<file path="src/hw/ccg_pkg.sv">
// package: register map, field layout, reset values and timing figures of the clock generator
package ccg_pkg;

    // bus geometry
    localparam int unsigned ADDR_W = 8;
    localparam int unsigned DATA_W = 32;

    // register byte offsets
    localparam logic [7:0] OFS_CTRL = 8'h00;
    localparam logic [7:0] OFS_MULT = 8'h04;
    localparam logic [7:0] OFS_OSC  = 8'h08;
    localparam logic [7:0] OFS_CFG  = 8'h0C;
    localparam logic [7:0] OFS_STAT = 8'h10;

    // control register fields
    localparam int unsigned CTRL_INT_REQ = 0;
    localparam int unsigned CTRL_EXT_REQ = 1;
    localparam int unsigned CTRL_BUS_EXT = 2;

    // configuration register fields
    localparam int unsigned CFG_EXT_OK  = 0;
    localparam int unsigned CFG_XTAL_OK = 1;
    localparam int unsigned CFG_KEEP    = 2;

    // status register fields
    localparam int unsigned ST_HALT  = 0;
    localparam int unsigned ST_INT   = 1;
    localparam int unsigned ST_EXT   = 2;
    localparam int unsigned ST_PIN6  = 3;
    localparam int unsigned ST_PIN7  = 4;
    localparam int unsigned ST_EOSC  = 8;

    // oscillator control layout
    localparam int unsigned OSC_DIV_LSB = 8;
    localparam logic [3:0]  OSC_DIV_MAX = 4'h9;
    localparam logic [11:0] OSC_MAX     = 12'h9FF;

    // reset values
    localparam logic       RST_INT_REQ = 1'b1;
    localparam logic [6:0] RST_MULT    = 7'h04;
    localparam logic [3:0] RST_DIV     = 4'h0;
    localparam logic [7:0] RST_STG     = 8'h00;

    // nominal figures of the base clock and bus step, in Hz
    localparam int unsigned BASE_NOM_HZ = 307200;
    localparam int unsigned BUS_STEP_HZ = 76800;
    localparam int unsigned CLK_HZ      = 125000000;

    // divider output runs at half the source, bus clock at a quarter
    localparam int unsigned GEN_RATIO = 2;
    localparam int unsigned BUS_RATIO = 4;

    // software request bits travel together
    typedef struct packed {
        logic int_req;
        logic ext_req;
        logic bus_ext;
    } ccg_ctrl_t;

    // option bits travel together
    typedef struct packed {
        logic ext_ok;
        logic xtal_ok;
        logic keep;
    } ccg_cfg_t;

endpackage : ccg_pkg

</file>
<file path="src/hw/ccg_mod_div.sv">
// modulo N divider making the base clock from the internal clock
`timescale 1ns/10ps

module ccg_mod_div
    import ccg_pkg::*;
(
    // clock and reset
    input  wire logic       clk_i,
    input  wire logic       rst_n_i,
    // generator enable and source
    input  wire logic       run_i,
    input  wire logic       int_clk_i,
    input  wire logic [6:0] n_i,
    // divided output
    output logic            base_o
);

    typedef struct packed {
        logic [6:0] cnt;
        logic       prev;
        logic       base;
    } ccg_div_st_t;

    ccg_div_st_t s_r;
    ccg_div_st_t s_nxt;

    // next state of the divider
    always_comb
    begin
        s_nxt = s_r;
        s_nxt.prev = int_clk_i;
        if (!run_i)
        begin
            s_nxt.cnt  = 7'h00;
            s_nxt.base = 1'b0;
        end
        else if (n_i <= 7'h01)
        begin
            s_nxt.base = int_clk_i;
        end
        else if (int_clk_i && !s_r.prev)
        begin
            s_nxt.cnt  = (s_r.cnt >= n_i - 7'h01) ? 7'h00 : s_r.cnt + 7'h01;
            s_nxt.base = (s_nxt.cnt < (n_i >> 1));
        end
    end

    // state register
    always_ff @(posedge clk_i or negedge rst_n_i)
    begin
        if (!rst_n_i)
            s_r <= '0;
        else
            s_r <= s_nxt;
    end

    assign base_o = s_r.base; // straight from the flop

endmodule // ccg_mod_div

</file>
<file path="src/hw/ccg_top.sv">
// clock generator enables, pin sharing, oscillator model and divided clocks
`timescale 1ns/10ps

module ccg_top
    import ccg_pkg::*;
(
    // clock and reset
    input  wire logic              CLK_I,
    input  wire logic              RST_N_I,
    // register port
    input  wire logic [ADDR_W-1:0] ADDR_I,
    input  wire logic [DATA_W-1:0] WDATA_I,
    input  wire logic              WR_I,
    input  wire logic              RD_I,
    output logic      [DATA_W-1:0] RDATA_O,
    // stop mode from system logic, external clock pin
    input  wire logic              STOP_I,
    input  wire logic              EXT_CLK_I,
    // generated clocks
    output logic                   OSC_OUT_CLK_O,
    output logic                   GEN_OUT_CLK_O,
    output logic                   BUS_CLK_O,
    output logic                   TIMEBASE_CLK_O,
    output logic                   INT_CLK_O,
    output logic                   EXT_CLK_O,
    output logic                   BASE_CLK_O,
    // enables
    output logic                   GEN_HALT_O,
    output logic                   INT_GEN_ON_O,
    output logic                   EXT_GEN_ON_O,
    output logic                   PIN6_PORT_ON_O,
    output logic                   PIN7_PORT_ON_O
);

    // whole state of the block
    typedef struct packed {
        ccg_ctrl_t   ctrl;
        ccg_cfg_t    cfg;
        logic [6:0]  mult;
        logic [3:0]  odiv;
        logic [7:0]  ostg;
        logic        halt;
        logic        int_on;
        logic        ext_on;
        logic        pin6;
        logic        pin7;
        logic        ext_s1;
        logic        ext_s2;
        logic        ext_clk;
        logic [11:0] dco_cnt;
        logic        int_clk;
        logic        osc_out;
        logic        gen_out;
        logic        bus_clk;
        logic        tb_clk;
        logic [31:0] rdata;
    } ccg_state_t;

    ccg_state_t s_r;
    ccg_state_t s_nxt;
    logic       base_clk;

    // effective oscillator setting, divider clamped to the slowest code
    function automatic logic [11:0] eff_osc(input logic [3:0] dv, input logic [7:0] st);
        logic [3:0] d;
        d = dv;
        if (dv > OSC_DIV_MAX)
            d = OSC_DIV_MAX;
        return {d, st};
    endfunction

    // reset value of the state
    function automatic ccg_state_t rst_state();
        ccg_state_t v;
        v = '0;
        v.ctrl.int_req = RST_INT_REQ;
        v.mult         = RST_MULT;
        v.odiv         = RST_DIV;
        v.ostg         = RST_STG;
        v.pin6         = 1'b1;
        v.pin7         = 1'b1;
        return v;
    endfunction

    // next state: registers, enables, oscillator model, clock dividers
    always_comb
    begin
        logic src;
        logic rise;
        src   = 1'b0;
        rise  = 1'b0;
        s_nxt = s_r;

        // register writes
        if (WR_I)
        begin
            case (ADDR_I)
                OFS_CTRL:
                begin
                    s_nxt.ctrl.int_req = WDATA_I[CTRL_INT_REQ];
                    s_nxt.ctrl.ext_req = WDATA_I[CTRL_EXT_REQ] & s_r.cfg.ext_ok;
                    s_nxt.ctrl.bus_ext = WDATA_I[CTRL_BUS_EXT];
                end
                OFS_MULT:
                begin
                    s_nxt.mult = WDATA_I[6:0];
                end
                OFS_OSC:
                begin
                    s_nxt.odiv = WDATA_I[OSC_DIV_LSB +: 4];
                    s_nxt.ostg = WDATA_I[7:0];
                end
                OFS_CFG:
                begin
                    s_nxt.cfg.ext_ok  = WDATA_I[CFG_EXT_OK];
                    s_nxt.cfg.xtal_ok = WDATA_I[CFG_XTAL_OK];
                    s_nxt.cfg.keep    = WDATA_I[CFG_KEEP];
                end
                default:
                begin
                    s_nxt.mult = s_r.mult; // unmapped write ignored
                end
            endcase
        end

        // register reads, data valid the cycle after the strobe only
        s_nxt.rdata = 32'h0000_0000;
        if (RD_I)
        begin
            case (ADDR_I)
                OFS_CTRL:
                begin
                    s_nxt.rdata[CTRL_INT_REQ] = s_r.ctrl.int_req;
                    s_nxt.rdata[CTRL_EXT_REQ] = s_r.ctrl.ext_req;
                    s_nxt.rdata[CTRL_BUS_EXT] = s_r.ctrl.bus_ext;
                end
                OFS_MULT:
                begin
                    s_nxt.rdata[6:0] = s_r.mult;
                end
                OFS_OSC:
                begin
                    s_nxt.rdata[11:0] = {s_r.odiv, s_r.ostg};
                end
                OFS_CFG:
                begin
                    s_nxt.rdata[CFG_EXT_OK]  = s_r.cfg.ext_ok;
                    s_nxt.rdata[CFG_XTAL_OK] = s_r.cfg.xtal_ok;
                    s_nxt.rdata[CFG_KEEP]    = s_r.cfg.keep;
                end
                OFS_STAT:
                begin
                    s_nxt.rdata[ST_HALT] = s_r.halt;
                    s_nxt.rdata[ST_INT]  = s_r.int_on;
                    s_nxt.rdata[ST_EXT]  = s_r.ext_on;
                    s_nxt.rdata[ST_PIN6] = s_r.pin6;
                    s_nxt.rdata[ST_PIN7] = s_r.pin7;
                    s_nxt.rdata[ST_EOSC +: 12] = eff_osc(s_r.odiv, s_r.ostg);
                end
                default:
                begin
                    s_nxt.rdata = 32'h0000_0000; // unmapped reads zero
                end
            endcase
        end

        // halt in stop unless kept running
        s_nxt.halt = STOP_I & ~s_r.cfg.keep;

        s_nxt.int_on = s_r.ctrl.int_req & ~s_r.halt;
        s_nxt.ext_on = s_r.ctrl.ext_req & ~s_r.halt;

        // pin6 port off when external wanted
        // no halt term, pin stays claimed in stop
        s_nxt.pin6 = ~s_r.ctrl.ext_req;
        // pin7 port off for crystal use
        s_nxt.pin7 = ~(s_r.ctrl.ext_req & s_r.cfg.xtal_ok);

        // external pin passes two flops before use
        s_nxt.ext_s1 = EXT_CLK_I;
        s_nxt.ext_s2 = s_r.ext_s1;
        // external clock gated by its enable
        // halt drops the enable, so the clock stops
        s_nxt.ext_clk = s_r.ext_s2 & s_r.ext_on;

        // oscillator model: half period follows the setting
        if (!s_r.int_on)
        begin
            s_nxt.dco_cnt = 12'h000;
            s_nxt.int_clk = 1'b0;
        end
        else if (s_r.dco_cnt == 12'h000)
        begin
            // larger setting gives a slower clock
            s_nxt.dco_cnt = eff_osc(s_r.odiv, s_r.ostg);
            s_nxt.int_clk = ~s_r.int_clk;
        end
        else
        begin
            s_nxt.dco_cnt = s_r.dco_cnt - 12'h001;
        end

        src = s_r.ctrl.bus_ext ? s_r.ext_clk : s_r.int_clk;
        s_nxt.osc_out = src;
        rise = src & ~s_r.osc_out;

        // gen toggles per source rise, bus per gen rise
        if (rise)
        begin
            s_nxt.gen_out = ~s_r.gen_out;
            if (!s_r.gen_out)
                s_nxt.bus_clk = ~s_r.bus_clk;
        end

        // timebase follows external clock when present
        s_nxt.tb_clk = s_r.ext_on ? s_r.ext_clk : s_r.int_clk;
    end

    // state register; reset leaves the internal generator requested
    always_ff @(posedge CLK_I or negedge RST_N_I)
    begin
        if (!RST_N_I)
            s_r <= rst_state();
        else
            s_r <= s_nxt;
    end

    // base is the internal clock over N
    ccg_mod_div u_div
    (
        .clk_i     (CLK_I),
        .rst_n_i   (RST_N_I),
        .run_i     (s_r.int_on),
        .int_clk_i (s_r.int_clk),
        .n_i       (s_r.mult),
        .base_o    (base_clk)
    );

    // outputs straight from flops
    assign RDATA_O        = s_r.rdata;
    assign OSC_OUT_CLK_O  = s_r.osc_out;
    assign GEN_OUT_CLK_O  = s_r.gen_out;
    assign BUS_CLK_O      = s_r.bus_clk;
    assign TIMEBASE_CLK_O = s_r.tb_clk;
    assign INT_CLK_O      = s_r.int_clk;
    assign EXT_CLK_O      = s_r.ext_clk;
    assign BASE_CLK_O     = base_clk;
    assign GEN_HALT_O     = s_r.halt;
    assign INT_GEN_ON_O   = s_r.int_on;
    assign EXT_GEN_ON_O   = s_r.ext_on;
    assign PIN6_PORT_ON_O = s_r.pin6;
    assign PIN7_PORT_ON_O = s_r.pin7;

endmodule // ccg_top

</file>
<file path="config.mk">
export PLATFORM = sky130hd
export DESIGN_NAME = ccg_top
export DESIGN_NICKNAME = d
export VERILOG_FILES = /design/src/hw/ccg_pkg.sv /design/src/hw/ccg_mod_div.sv /design/src/hw/ccg_top.sv
export SDC_FILE = /design/constraint.sdc
export NUM_CORES = 1
export LEC_CHECK = 0
export BUFFER_PORTS_ARGS = -buffer_cell sky130_fd_sc_hd__buf_2
export CAP_MARGIN = 5
export CORE_ASPECT_RATIO = 0.75
export CORE_UTILIZATION = 49
export CTS_BUF_LIST = sky130_fd_sc_hd__clkbuf_4
export CTS_CLUSTER_SIZE = 30
export DETAILED_ROUTE_END_ITERATION = 12
export PLACE_DENSITY = 0.73
export SLEW_MARGIN = 15
export SYNTH_ARGS = -nofsm -noshare
export SYNTH_HDL_FRONTEND = slang
export SYNTH_SLANG_ARGS = --single-unit
</file>
<file path="constraint.sdc">
create_clock -name CLK_I -period 5 [get_ports CLK_I]
set_clock_uncertainty 0.2 [all_clocks]
set_input_delay 0.75 -clock CLK_I [delete_from_list [all_inputs] [get_ports CLK_I]]
set_output_delay 0.75 -clock CLK_I [all_outputs]
set_load 0.02 [all_outputs]
</file>
==> Yosys cells after proc, flatten, opt, wreduce, memory -nomap -nowiden <==
Index checks and enable logic that the tools add are counted.
{ "totals": {"elab_cells": 87, "ff_bits": 91, "output_inout_bits": 44} }
{ "classes": {"n_bitwise": 15, "reduce_logical": 10, "add_sub_neg": 3, "eq_ne": 8, "muxes": 20, "n_lt_le_gt_ge": 4} }
{ "op_table": {"columns": ["operator", "n"], "rows": [
  ["7-bit two-way mux", 4],
  ["20-bit two-way mux", 1],
  ["8-bit by 4-bit equality test with 1-bit output, second input constant", 2],
  ["3-bit case mux with 5 select lines", 1],
  ["13-bit two-way mux", 1],
  ["12-bit logical NOT", 1],
  ["12-bit two-way mux", 1],
  ["2-bit AND reduction", 6],
  ["12-bit by 1-bit subtractor with 12-bit output, second input constant", 1],
  ["8-bit by 3-bit equality test with 1-bit output, second input constant", 1],
  ["8-bit by 5-bit equality test with 1-bit output, second input constant", 1],
  ["8-bit logical NOT", 1],
  ["8-bit two-way mux", 1],
  ["1-bit inverter", 8],
  ["4-bit case mux with 2 select lines", 1],
  ["7-bit by 1-bit adder with 7-bit output, second input constant", 1],
  ["1-bit bitwise AND", 7],
  ["7-bit greater-or-equal comparator", 1],
  ["7-bit by 1-bit less-or-equal comparator with 1-bit output, second input constant", 1],
  ["7-bit by 6-bit < comparator with 1-bit output", 1],
  ["1-bit two-way mux", 7],
  ["7-bit by 1-bit subtractor with 7-bit output, second input constant", 1],
  ["2-bit case mux with 3 select lines", 1],
  ["4-bit greater-than comparator, second input constant", 1],
  ["other kinds (7)", 8]
]} }

==> Depth between registers and ports, before layout <==
Gate-level depths: netlist (run 1).
{ "logic_depth": {"word_depth": 7, "mapped_depth": 16} }

==> Hierarchy <==
A second synthesis (run 1) with hierarchy kept.
{ "hier_totals": {"cells_unflattened": 392, "hier_area_um2": 4205.3} }
{ "modules_own_cells": {"columns": ["module", "n_inst", "cells_each", "area_per_inst_um2"], "rows": [
  ["ccg_top", 1, 282, 3285.7],
  ["ccg_mod_div", 1, 110, 919.6]
]} }

==> Least setup slack after synthesis (run 1) <==
No wires, ideal clock.
{ "synth_timing": {"path_kind": "reg2reg", "start": "reg s_r[72] (netlist bit)", "end": "reg u_div.s_r, in the netlist u_div.base_o", "arrival_ns": 3.222, "required_time_ns": 4.690, "slack_ns": 1.468, "setup_time_ns": 0.110, "stages_incl_launch_ff": 15, "path_cell_list": "dfrtp_1 > or4_1 > nor2_1 > xnor2_1 > ha_1 > nand4_1 > inv_1 > a221o_1 > a21oi_1 > ha_1 > a211o_1 > a21oi_1 > a21oi_1 > o22a_1 > o41ai_1"} }
{ "synth_via": {"elab_chain_len": 7, "elab_cells_between_ends": 9} }
{ "synth_lines": {"columns": ["item", "line", "text"], "rows": [
  ["from (decl)", "ccg_top.sv:59", "ccg_state_t s_r;"],
  ["from (signal assigned)", "ccg_top.sv:223", "s_r <= rst_state();"],
  ["from (signal assigned)", "ccg_top.sv:225", "s_r <= s_nxt;"],
  ["7-bit by 1-bit subtractor with 7-bit output", "ccg_mod_div.sv:43", "s_nxt.cnt = (s_r.cnt >= n_i - 7'h01) ? 7'h00 : s_r.cnt + 7'h01;"],
  ["7-bit greater-or-equal comparator", "ccg_mod_div.sv:43", null],
  ["7-bit two-way mux", "ccg_mod_div.sv:43", null],
  ["7-bit by 6-bit < comparator with 1-bit output", "ccg_mod_div.sv:44", "s_nxt.base = (s_nxt.cnt < (n_i >> 1));"],
  ["1-bit two-way mux", "ccg_mod_div.sv:41", "else if (int_clk_i && !s_r.prev)"],
  ["1-bit two-way mux", "ccg_mod_div.sv:37", "else if (n_i <= 7'h01)"],
  ["1-bit two-way mux", "ccg_mod_div.sv:32", "if (!run_i)"],
  ["to (signal assigned)", "ccg_mod_div.sv:54", "s_r <= s_nxt;"],
  ["to (decl)", "ccg_mod_div.sv:24", "ccg_div_st_t s_r;"]
]} }
Several ways; a longest one is shown, not always the timed one. The select of a mux whose other input is x is not followed.
A chain may end at the register's enable or synchronous reset.

==> Final worst setup path (run 1) <==
Same ends and word-level chain as after synthesis.

==> flow_summary.json, run 1 <==
{
  "synthToLayoutAreaGrowth_pct": 7.85,
  "grt_pass1_wl_um": 14300,
  "drtIter0Drc": 196,
  "insertion_delay_ps": 410,
  "worstPathArrival_ps": 4170,
  "row_count": 28,
  "worstMarginPinSlew_ps": 962,
  "cts_resized": 0,
  "period_share_pct": 81.9,
  "dr.pass1.iters": 4,
  "numClockSinks": 79,
  "setup_viol": 0,
  "crit_path_end_kind": "register",
  "hold_viol": 0,
  "post_cts_buffers": 0,
  "drv_slew": 0,
  "pin_count": 90,
  "worstPathRequired_ps": 5070,
  "dp_hpwl_um": 6490,
  "maxSlewHeadroom_pct": 35.8,
  "worst-setup-path-type": "register to register",
  "start_kind": "register",
  "p_leak_nw": 2.32,
  "ys_types": 55,
  "htreeDepth": 3,
  "cts_buffers": 9,
  "wire_per_inst_um": 15.8,
  "vias": 2985,
  "drive_gt1_share_pct": 24.5,
  "fin_tns_setup_ps": 0,
  "yosys_most_used_dff": "dfrtp_1",
  "root_buffer": "clkbuf_4",
  "ys_warn_count": 0,
  "start_util_pct": 52.0,
  "finalNetCount": 498,
  "gp_congestion": 0.916,
  "synth_edf_count": 0,
  "die_area_um2": 8960,
  "viasPerCell": 5.48,
  "postSynthAreaPerCell_um2": 10.6,
  "antenna_found_initial": 0,
  "power_density_nw_per_um2": 266,
  "yosys-top-cells-area": "dfrtp_1 45%, buf_4 5.7%, ha_1 5.1%, mux2_2 3.7%, mux2_4 3.6%",
  "ys_async_sr_fraction_pct": 100,
  "routed_wirelength_um": 8630,
  "drcViolationCount": 0,
  "tritoncts": "done",
  "outcome": "finished, final reports clean",
  "cts_buffer_depth": 2,
  "path_clk_slew_ps": 130,
  "core_um2": 8090,
  "hp-class": "register to register",
  "max_freq_mhz": 244,
  "synth_seq_cells": 79,
  "syn_inst": 395,
  "grt_pass1_vias": 2802,
  "grt_max_degree": 80,
  "die_w_um": 109,
  "hold_buffers": 0,
  "crit_fanout": 8,
  "overflow": 0,
  "drv_cap": 0,
  "ant_nets": 0,
  "io_buffers": 57,
  "yosysTopAreaCell": "dfrtp_1",
  "synth_top_area_share_pct": 44.6,
  "fin_crit_ps": 4100,
  "rsz0062_at_grt": "false",
  "grtUsageTotal_pct": 21.7,
  "ir_drop_uv": 208,
  "chipHeight_um": 82.2,
  "diodes": 0,
  "syn_area_um2": 4210,
  "yosysSeqAreaShare_pct": 47.1,
  "final_util_pct": 56.0,
  "fillers": 707
}
cells in the mapped netlist (all sizes together), types with 5 or more instances:
| cell type | count |
|---|---|
| o21ai | 11 |
| ha | 17 |
| nor2b | 9 |
| dfrtp | 75 |
| buf | 36 |
| xor2 | 10 |
| nor3 | 5 |
| xnor2 | 9 |
| mux2i | 8 |
| nand2 | 24 |
| or4 | 5 |
| nor2 | 32 |
| nand3 | 15 |
| mux2 | 24 |
| nand2b | 6 |
| a22o | 6 |
| a21oi | 17 |
| a211oi | 5 |
| and2 | 10 |
| inv | 17 |
| clkbuf | 5 |
kinds of logic after synthesis:
logic type	count (synthesis)	synth area share (%)
adders and majority gates	17	5.06
and+or+nand+nor	121	15.4
muxes	32	9.22
buffers and inverters	59	8.36
DFF	79	47.1
other	1	0.0892
xor gates and xnor gates	19	3.96
AOI/OAI and AO/OA	67	10.8
layout by cell type (no fill, tap or decap), types with 3 or more instances in the layout:
master    synthesis  routed
dfrtp_1          75      75
nor2_1           32      32
o31ai_1           3       3
a211oi_1          5       5
o21a_1            3       3
or4_1             4       4
mux2_2           14      14
o22a_1            4       4
inv_1            17      17
xnor2_1           9       9
nor3_1            5       5
mux2i_1           8       8
o21ai_0          11      11
clkbuf_4          0       9
ha_1             17      17
a31oi_1           3       3
nor2b_1           9       9
nor4_1            3       3
nand2b_1          6       6
buf_4            32       3
nand3_1          15      15
dfstp_2           4       4
a22oi_1           4       4
conb_1            1      12
a21oi_1          17      17
and2_1           10      10
a22o_1            6       6
xor2_1           10      10
nand2_1          23      23
buf_2             1      56
mux2_4           10      10
worst max-delay path, stage by stage (launching register included):
cell and delay, ps:
dfrtp_1 450, or4_1 600, nor2_1 160, xnor2_1 140, ha_1 280, nand4_1 100, inv_1 50, a221o_1 430
a21oi_1 170, ha_1 280, a211o_1 260, a21oi_1 170, a21oi_1 90, o22a_1 220, o41ai_1 370
final timing paths:
kind / endpoint / slack (ps) / start / cells after the start
min in group asynchronous: s_r[37]$_DFF_PN0_ / 280 / RST_N_I / 1
hold reg to reg: s_r[50]$_DFF_PN0_ / 170 / s_nxt[50]$_DFF_PN0_ / 0
setup reg to reg: u_div.base_o$_DFFE_PN0P_ / 900 / s_r[72]$_DFFE_PN0P_ / 14
setup / recovery: u_div.base_o$_DFFE_PN0P_ / 900 / s_r[72]$_DFFE_PN0P_ / 14
hold / removal: s_r[50]$_DFF_PN0_ / 170 / s_nxt[50]$_DFF_PN0_ / 0
max in group asynchronous: u_div.s_r[2]$_DFFE_PN0P_ / 3710 / RST_N_I / 1
per-layer routing:
metal | global-route usage [%] | up-vias | routed length (µm)
li1 | - | 1422 | -
met1 | 32.9 | 1468 | 4390
met2 | 30.7 | 91 | 3670
met3 | 4.63 | 4 | 521
met4 | 6.62 | 0 | 46
met5 | 0 | - | 0
sequential cells by signal, indices dropped and copies added, names as in the netlist:
| signal | count |
|---|---|
| BUS_CLK_O | 1 |
| GEN_OUT_CLK_O | 1 |
| RDATA_O | 20 |
| OSC_OUT_CLK_O | 1 |
| TIMEBASE_CLK_O | 1 |
| s_r | 38 |
| PIN7_PORT_ON_O | 1 |
| EXT_GEN_ON_O | 1 |
| u_div.base_o | 1 |
| s_nxt | 1 |
| PIN6_PORT_ON_O | 1 |
| INT_CLK_O | 1 |
| INT_GEN_ON_O | 1 |
| EXT_CLK_O | 1 |
| GEN_HALT_O | 1 |
| u_div.s_r | 8 |
cell type report:
cell class,count,area [µm²],share of cell area [%]
tap,105,131,2.90
inverter,18,67.6,1.49
clock buffer,9,67.6,1.49
clock inverter,7,71.3,1.57
sequential,79,1980,43.7
multi-input combinational,268,1910,42.2
timing repair buffer,59,303,6.68
power breakdown:
group,internal (W),switching (W)
clock,0.000153,0.000227
sequential,0.000659,0.0000230
combinational,0.0000578,0.0000876
per-stage QoR:
step	instance area, µm²	instances	hold slack (ps)	total power [W]	setup slack [ps]
after detailed placement	4400	529	152	0.000840	986
after CTS	4540	545	182	0.00122	958
final	4540	545	171	0.00121	903
after global routing	4540	545	182	0.00127	677
after floorplan	4250	406	131	0.000789	1470
after global placement	4400	529	134	0.000835	1140
Power figures use the tool's default switching activity.
==> run 2, diff against run 1 <==
--- a/config.mk
+++ b/config.mk
@@ -5,6 +5,7 @@
 export SDC_FILE = /design/constraint.sdc
 export NUM_CORES = 1
 export LEC_CHECK = 0
+export ABC_AREA = 1
 export BUFFER_PORTS_ARGS = -buffer_cell sky130_fd_sc_hd__buf_2
 export CAP_MARGIN = 5
 export CORE_ASPECT_RATIO = 0.75
==> constraint.sdc (replaced) <==
create_clock -name CLK_I -period 4 [get_ports CLK_I]
set_clock_uncertainty 0.2 [all_clocks]
set_input_delay 0.6 -clock CLK_I [delete_from_list [all_inputs] [get_ports CLK_I]]
set_output_delay 0.6 -clock CLK_I [all_outputs]
set_load 0.02 [all_outputs]
==> flow_summary.json, run 2 <==
{
  "largest_reg_flops": 38,
  "cts_buffer_depth": 2,
  "syn_area_um2": 4150,
  "hp-class": "input pin to register",
  "worstPathRequired_ps": 4190,
  "max_freq_mhz": 300,
  "hold_buffers": 0,
  "numClockSinks": 79,
  "core_um2": 8060,
  "ant_nets": 0,
  "cts_resized": 0,
  "swShare_pct": 36.7,
  "drv_cap": 0,
  "ys_warn_count": 0,
  "crit_path_end_kind": "register",
  "ir_drop_uv": 236,
  "drv_slew": 0,
  "worstMarginPinSlew_ps": 970,
  "overflow": 0,
  "synth.most_common_cell": "nand2_1",
  "worst-setup-path-type": "register to register",
  "routed_wirelength_um": 9080,
  "synth_seq_cells": 79,
  "period_share_pct": 83.4,
  "syn_inst": 490,
  "ys_types": 38,
  "p_clk_share_pct": 22.5,
  "dp_hpwl_um": 6800,
  "p_leak_nw": 2.45,
  "synth_commonest_cells": "84 x nand2_1, 79 x inv_1, 75 x dfrtp_1",
  "grt_pass1_wl_um": 15100,
  "final_cell_mix": "84 x nand2_1, 79 x inv_1, 75 x dfrtp_1, 56 x buf_2, 42 x o21ai_0",
  "crit_fanout": 4,
  "worstPathArrival_ps": 3530,
  "synth_top_area_share_pct": 45.2,
  "grt_pass1_vias": 3222,
  "gp_congestion": 0.862,
  "yosysTopAreaCell": "dfrtp_1",
  "power.share.sequential_pct": 46.7,
  "fillers": 779,
  "final_util_pct": 55.5,
  "ys_async_sr_fraction_pct": 100,
  "tritoncts": "done",
  "rsz0062_at_grt": "false",
  "grtUsageTotal_pct": 22.8,
  "cpMostUsedCell": "nand2_1",
  "fin_tns_setup_ps": 0,
  "hold_viol": 0,
  "p_comb_share_pct": 30.8,
  "p_sw_w": 0.000767,
  "synth_edf_count": 0,
  "post_cts_buffers": 0,
  "path_clk_slew_ps": 120,
  "final_common_cell": "nand2_1",
  "fin_crit_ps": 3340,
  "antenna_found_initial": 0,
  "drcViolationCount": 0,
  "finalNetCount": 593,
  "start_util_pct": 51.5,
  "yosys-top-cells-area": "dfrtp_1 45%, nand2_1 7.6%, inv_1 7.1%, buf_4 6.0%, ha_1 5.1%",
  "worst_path_max_delay_cell": "dfrtp_1",
  "die_w_um": 108,
  "setup_viol": 0,
  "drive_gt1_share_pct": 17.9,
  "chipHeight_um": 81.7,
  "htreeDepth": 3,
  "largest_register": "s_r",
  "grt_max_degree": 80,
  "holdWs_ps": 56.7,
  "yosysSeqAreaShare_pct": 47.8,
  "outcome": "finished, final reports clean",
  "wire_per_inst_um": 14.2,
  "vias": 3299,
  "p_int_w": 0.00132,
  "io_buffers": 57,
  "critical-path-top-delay-family": "simple AND/OR/NAND/NOR gates",
  "viasPerCell": 5.15,
  "diodes": 0,
  "yosys_most_used_dff": "dfrtp_1",
  "dr.pass1.iters": 5,
  "row_count": 28,
  "postSynthAreaPerCell_um2": 8.46,
  "insertion_delay_ps": 440,
  "synthToLayoutAreaGrowth_pct": 7.75,
  "pin_count": 90,
  "max_stage_delay_ps": 430,
  "start_kind": "register",
  "crit_chain": "inv_1 -> ha_1 -> nand2_1 -> nor2_1 -> xor2_1 -> ha_1 -> nand2_1 -> inv_1 -> a21oi_1 -> nand2_1 -> nor3_1 -> ha_1 -> a21oi_1 -> nand2_1 -> nand2_1 -> nand3_1 -> nand2_1 -> nand3_1 -> nand2_1",
  "drtIter0Drc": 169,
  "power_density_nw_per_um2": 468,
  "cts_buffers": 9,
  "die_area_um2": 8840,
  "crit_buf_inv": 2,
  "maxSlewHeadroom_pct": 35.3,
  "root_buffer": "clkbuf_4"
}
==> run 2: cell count changes after synthesis, sizes merged, moves of 5 or more <==
cell,change
nand2,+64
mux2,-23
o21ai,+34
a22o,-6
inv,+65
nor2b,-9
a21oi,+12
and2,-10
nor2,+8
nand2b,-6
mux2i,-8
or4,-5
nand3,+6
xnor2,-6
==> run 2: logic make-up after synthesis <==
kind of cell / Yosys count / share of synthesized area, %
muxes: 1 / 0.271
other: 1 / 0.0904
and+or+nand+nor: 165 / 17.7
AOI/OAI and AO/OA: 93 / 12.3
buffers and inverters: 122 / 14.1
adders and majority gates: 17 / 5.13
DFF: 79 / 47.8
xor gates and xnor gates: 12 / 2.53
==> run 2: stage by stage <==
stage | worst slack, ps | power (W) | cells | instance area [µm²]
finish | 663 | 0.00209 | 640 | 4470
global route | 238 | 0.00225 | 640 | 4470
CTS | 684 | 0.00211 | 640 | 4470
detailed placement | 725 | 0.00163 | 624 | 4340
global placement | 792 | 0.00159 | 624 | 4340
floorplan | 1140 | 0.00146 | 501 | 4190
==> run 2: power groups by stage <==
stage / combinational (W) / sequential (W) / clock [W]
after global routing: 0.000738 / 0.000990 / 0.000519
after CTS: 0.000644 / 0.000975 / 0.000486
after global placement: 0.000607 / 0.000985 / 0
final: 0.000643 / 0.000977 / 0.000471
after floorplan: 0.000458 / 0.00100 / 0
after detailed placement: 0.000640 / 0.000989 / 0
==> run 2: area by class of cell <==
| cell class | count | area, µm² | area share, % |
|---|---|---|---|
| clock buffers | 11 | 82.6 | 1.85 |
| well taps | 105 | 131 | 2.94 |
| clock inverters | 5 | 50.0 | 1.12 |
| multi-input cells | 300 | 1620 | 36.3 |
| repair buffers | 58 | 295 | 6.61 |
| flip-flops and latches | 79 | 1980 | 44.3 |
| inverters | 82 | 308 | 6.89 |
==> run 2: path summary, 6_finish.rpt <==
path / start / end / slack [ps] / cells past startpoint
max reg2reg: s_r[69]$_DFFE_PN0P_ / u_div.base_o$_DFFE_PN0P_ / 660 / 19
max in group asynchronous: RST_N_I / s_r[46]$_DFF_PN0_ / 2870 / 1
max: s_r[69]$_DFFE_PN0P_ / u_div.base_o$_DFFE_PN0P_ / 660 / 19
min reg2reg: s_nxt[50]$_DFF_PN0_ / s_r[50]$_DFF_PN0_ / 160 / 0
min: EXT_CLK_I / s_nxt[50]$_DFF_PN0_ / 60 / 1
min in group asynchronous: RST_N_I / RDATA_O[7]$_DFF_PN0_ / 80 / 1
==> run 2: layer usage <==
layer / part of all wire, % / GRT usage (%) / up-vias
met5: 0 / 0 / -
met4: 0.87 / 5.89 / 0
met3: 6.6 / 6.83 / 14
met2: 45 / 37.2 / 100
met1: 47 / 29.8 / 1570
li1: - / - / 1615
==> run 2: worst register-to-register path, stage by stage (launching register included) <==
cell and delay (ps):
dfrtp_1 430, inv_1 120, ha_1 220, nand2_1 90
nor2_1 160, xor2_1 180, ha_1 260, nand2_1 100
inv_1 40, a21oi_1 250, nand2_1 140, nor3_1 260
ha_1 310, a21oi_1 130, nand2_1 90, nand2_1 80
nand3_1 60, nand2_1 70, nand3_1 60, nand2_1 60
==> run 3, diff against run 2 <==
--- a/config.mk
+++ b/config.mk
@@ -13,7 +13,7 @@
 export CTS_BUF_LIST = sky130_fd_sc_hd__clkbuf_4
 export CTS_CLUSTER_SIZE = 30
 export DETAILED_ROUTE_END_ITERATION = 12
-export PLACE_DENSITY = 0.73
+export PLACE_DENSITY = 0.76
 export SLEW_MARGIN = 15
 export SYNTH_ARGS = -nofsm -noshare
 export SYNTH_HDL_FRONTEND = slang
==> constraint.sdc (replaced) <==
create_clock -name CLK_I -period 2.7 [get_ports CLK_I]
set_clock_uncertainty 0.2 [all_clocks]
set_input_delay 0.405 -clock CLK_I [delete_from_list [all_inputs] [get_ports CLK_I]]
set_output_delay 0.405 -clock CLK_I [all_outputs]
set_load 0.02 [all_outputs]
==> flow_summary.json, run 3 (synthesized netlist as in run 2, its figures left out) <==
{
  "finalNetCount": 625,
  "whs_path_depth": 3,
  "grt_pass1_wl_um": 15500,
  "hold_viol": 0,
  "start_util_pct": 51.5,
  "critical-path-top-delay-family": "simple AND/OR/NAND/NOR gates",
  "insertion_delay_ps": 430,
  "violations": "negative setup slack",
  "wire_per_inst_um": 13.9,
  "die_w_um": 108,
  "worst-setup-path-type": "register to register",
  "core_um2": 8060,
  "min_to": "s_r[66]$_DFFE_PN0P_",
  "viasPerCell": 5.06,
  "io_buffers": 57,
  "maxSlewHeadroom_pct": 58.5,
  "p_comb_share_pct": 31.9,
  "ant_nets": 0,
  "worstMarginPinSlew_ps": 622,
  "fin_crit_ps": 2950,
  "hp-class": "input pin to register",
  "max_freq_mhz": 339,
  "synthToLayoutAreaGrowth_pct": 15.6,
  "drtIter0Drc": 207,
  "tritoncts": "done",
  "drcViolationCount": 0,
  "vias": 3398,
  "drv_cap": 0,
  "max_stage_delay_ps": 460,
  "fin_cells": 672,
  "drv_slew": 0,
  "period_share_pct": 109,
  "pin_count": 90,
  "numClockSinks": 79,
  "die_area_um2": 8840,
  "setup_slack_ps": -247,
  "final_cell_mix": "80 x nand2_1, 75 x dfrtp_1, 73 x inv_1, 56 x buf_2, 42 x o21ai_0",
  "dp_hpwl_um": 6980,
  "antenna_found_initial": 0,
  "outcome": "finished with violations",
  "grt_max_degree": 49,
  "worstPathArrival_ps": 3130,
  "worstPathRequired_ps": 2890,
  "min_from": "WDATA_I[9]",
  "rrSetupSlack_ps": -250,
  "grtUsageTotal_pct": 23.4,
  "crit_chain": "inv_2 -> ha_4 -> nand2_2 -> nor2_2 -> xor2_1 -> ha_1 -> nand2_1 -> inv_1 -> a21oi_2 -> nand2_2 -> inv_2 -> nand3_2 -> inv_2 -> ha_4 -> a21oi_2 -> o211ai_1 -> inv_1 -> nand3_1 -> nand2_1 -> nand3_1 -> nand2_1",
  "htreeDepth": 3,
  "cts_buffer_depth": 2,
  "start_kind": "register",
  "root_buffer": "clkbuf_4",
  "largest_reg_flops": 38,
  "rr_worst_depth": 21,
  "gp_congestion": 0.842,
  "setup_viol": 1,
  "worst_path_max_delay_cell": "dfrtp_1",
  "largest_register": "s_r",
  "row_count": 28,
  "grt_pass1_vias": 3285,
  "fin_tns_setup_ps": -247,
  "dp.cells": 648,
  "swShare_pct": 35.6,
  "path_clk_slew_ps": 120,
  "chipHeight_um": 81.7,
  "worstReg2RegStart": "s_r[69]$_DFFE_PN0P_",
  "overflow": 0,
  "power.share.sequential_pct": 45.4,
  "diodes": 0,
  "crit_buf_inv": 5,
  "p_int_w": 0.00205,
  "dr.pass1.iters": 5,
  "cts_buffers": 9,
  "power_w": 0.00318,
  "drive_gt1_share_pct": 25.4,
  "power_density_nw_per_um2": 662,
  "ir_drop_uv": 347,
  "final_common_cell": "nand2_1",
  "p_leak_nw": 2.61,
  "crit_fanout": 4,
  "p_clk_share_pct": 22.7,
  "crit_path_end_kind": "register",
  "final_util_pct": 59.5,
  "routed_wirelength_um": 9340,
  "p_sw_w": 0.00113,
  "rsz0062_at_grt": "true",
  "reg2reg_to": "u_div.base_o$_DFFE_PN0P_"
}
[run 3: cell types whose count changed in the layout (fill, tap and decap cells not counted), sizes merged]
cell         change
dlygate4sd3      +5
clkbuf           +3
clkinv           -2
buf             +27
clkinvlp         -1
[run 3: what timing repair did]
action | in CTS | in global routing
setup endpoints to repair | 1 | 1
resized for setup | 15 | 3
endpoints found under the hold margin | 48 | 0
setup buffers | 2 | 1
hold buffers | 5 | 0
pin swaps | 7 | 7
[run 3: how the worst max path moves through the flow]
stage | cells past startpoint | slack (ps) | end | start
floorplan | 22 | -90 | u_div.base_o$_DFFE_PN0P_ | s_r[71]$_DFFE_PN1P_
finish | 21 | -250 | u_div.base_o$_DFFE_PN0P_ | s_r[69]$_DFFE_PN0P_
detailed placement | 21 | -320 | u_div.base_o$_DFFE_PN0P_ | s_r[69]$_DFFE_PN0P_
global route | 21 | -450 | u_div.base_o$_DFFE_PN0P_ | s_r[69]$_DFFE_PN0P_
CTS | 21 | -200 | u_div.base_o$_DFFE_PN0P_ | s_r[69]$_DFFE_PN0P_
global placement | 21 | -220 | u_div.base_o$_DFFE_PN0P_ | s_r[69]$_DFFE_PN0P_
[run 3: through the flow]
stage               setup WS, ps  area, µm²  hold WS, ps
floorplan                  -88.9       4200        -90.6
global route                -447       4800         4.71
global placement            -224       4520          132
CTS                         -199       4780         5.05
finish                      -247       4800         33.7
detailed placement          -325       4520          138
[run 3: power groups by stage]
stage               clock network, W  logic [W]  registers (W)
global placement                   0   0.000936        0.00146
finish                      0.000723    0.00101        0.00144
detailed placement                 0   0.000985        0.00146
global route                0.000792    0.00116        0.00146
floorplan                          0   0.000680        0.00149
CTS                         0.000739    0.00101        0.00144
[run 3: tightest hold or removal path, delay by kind of cell]
| family | cells | cell delay (ps) |
|---|---|---|
| AOI/OAI and AO/OA | 1 | 100 |
| buffers and inverters | 1 | 80 |
| and+or+nand+nor | 1 | 40 |
[run 3: area by class of cell]
class / count / area, µm²
clock buffer: 14 / 105
clock inverter: 2 / 33.8
fill: 721 / 3260
inverter: 82 / 308
multi-input combinational: 300 / 1690
sequential: 79 / 1980
tap: 105 / 131
timing repair buffer: 90 / 548
[run 3: layer usage]
metal	global-route usage [%]	routed length (µm)	vias to the layer above
met1	30.9	4290	1598
met2	38.3	4320	118
met4	3.42	48	0
li1	-	-	1674
met5	0	0	-
met3	7.70	678	8
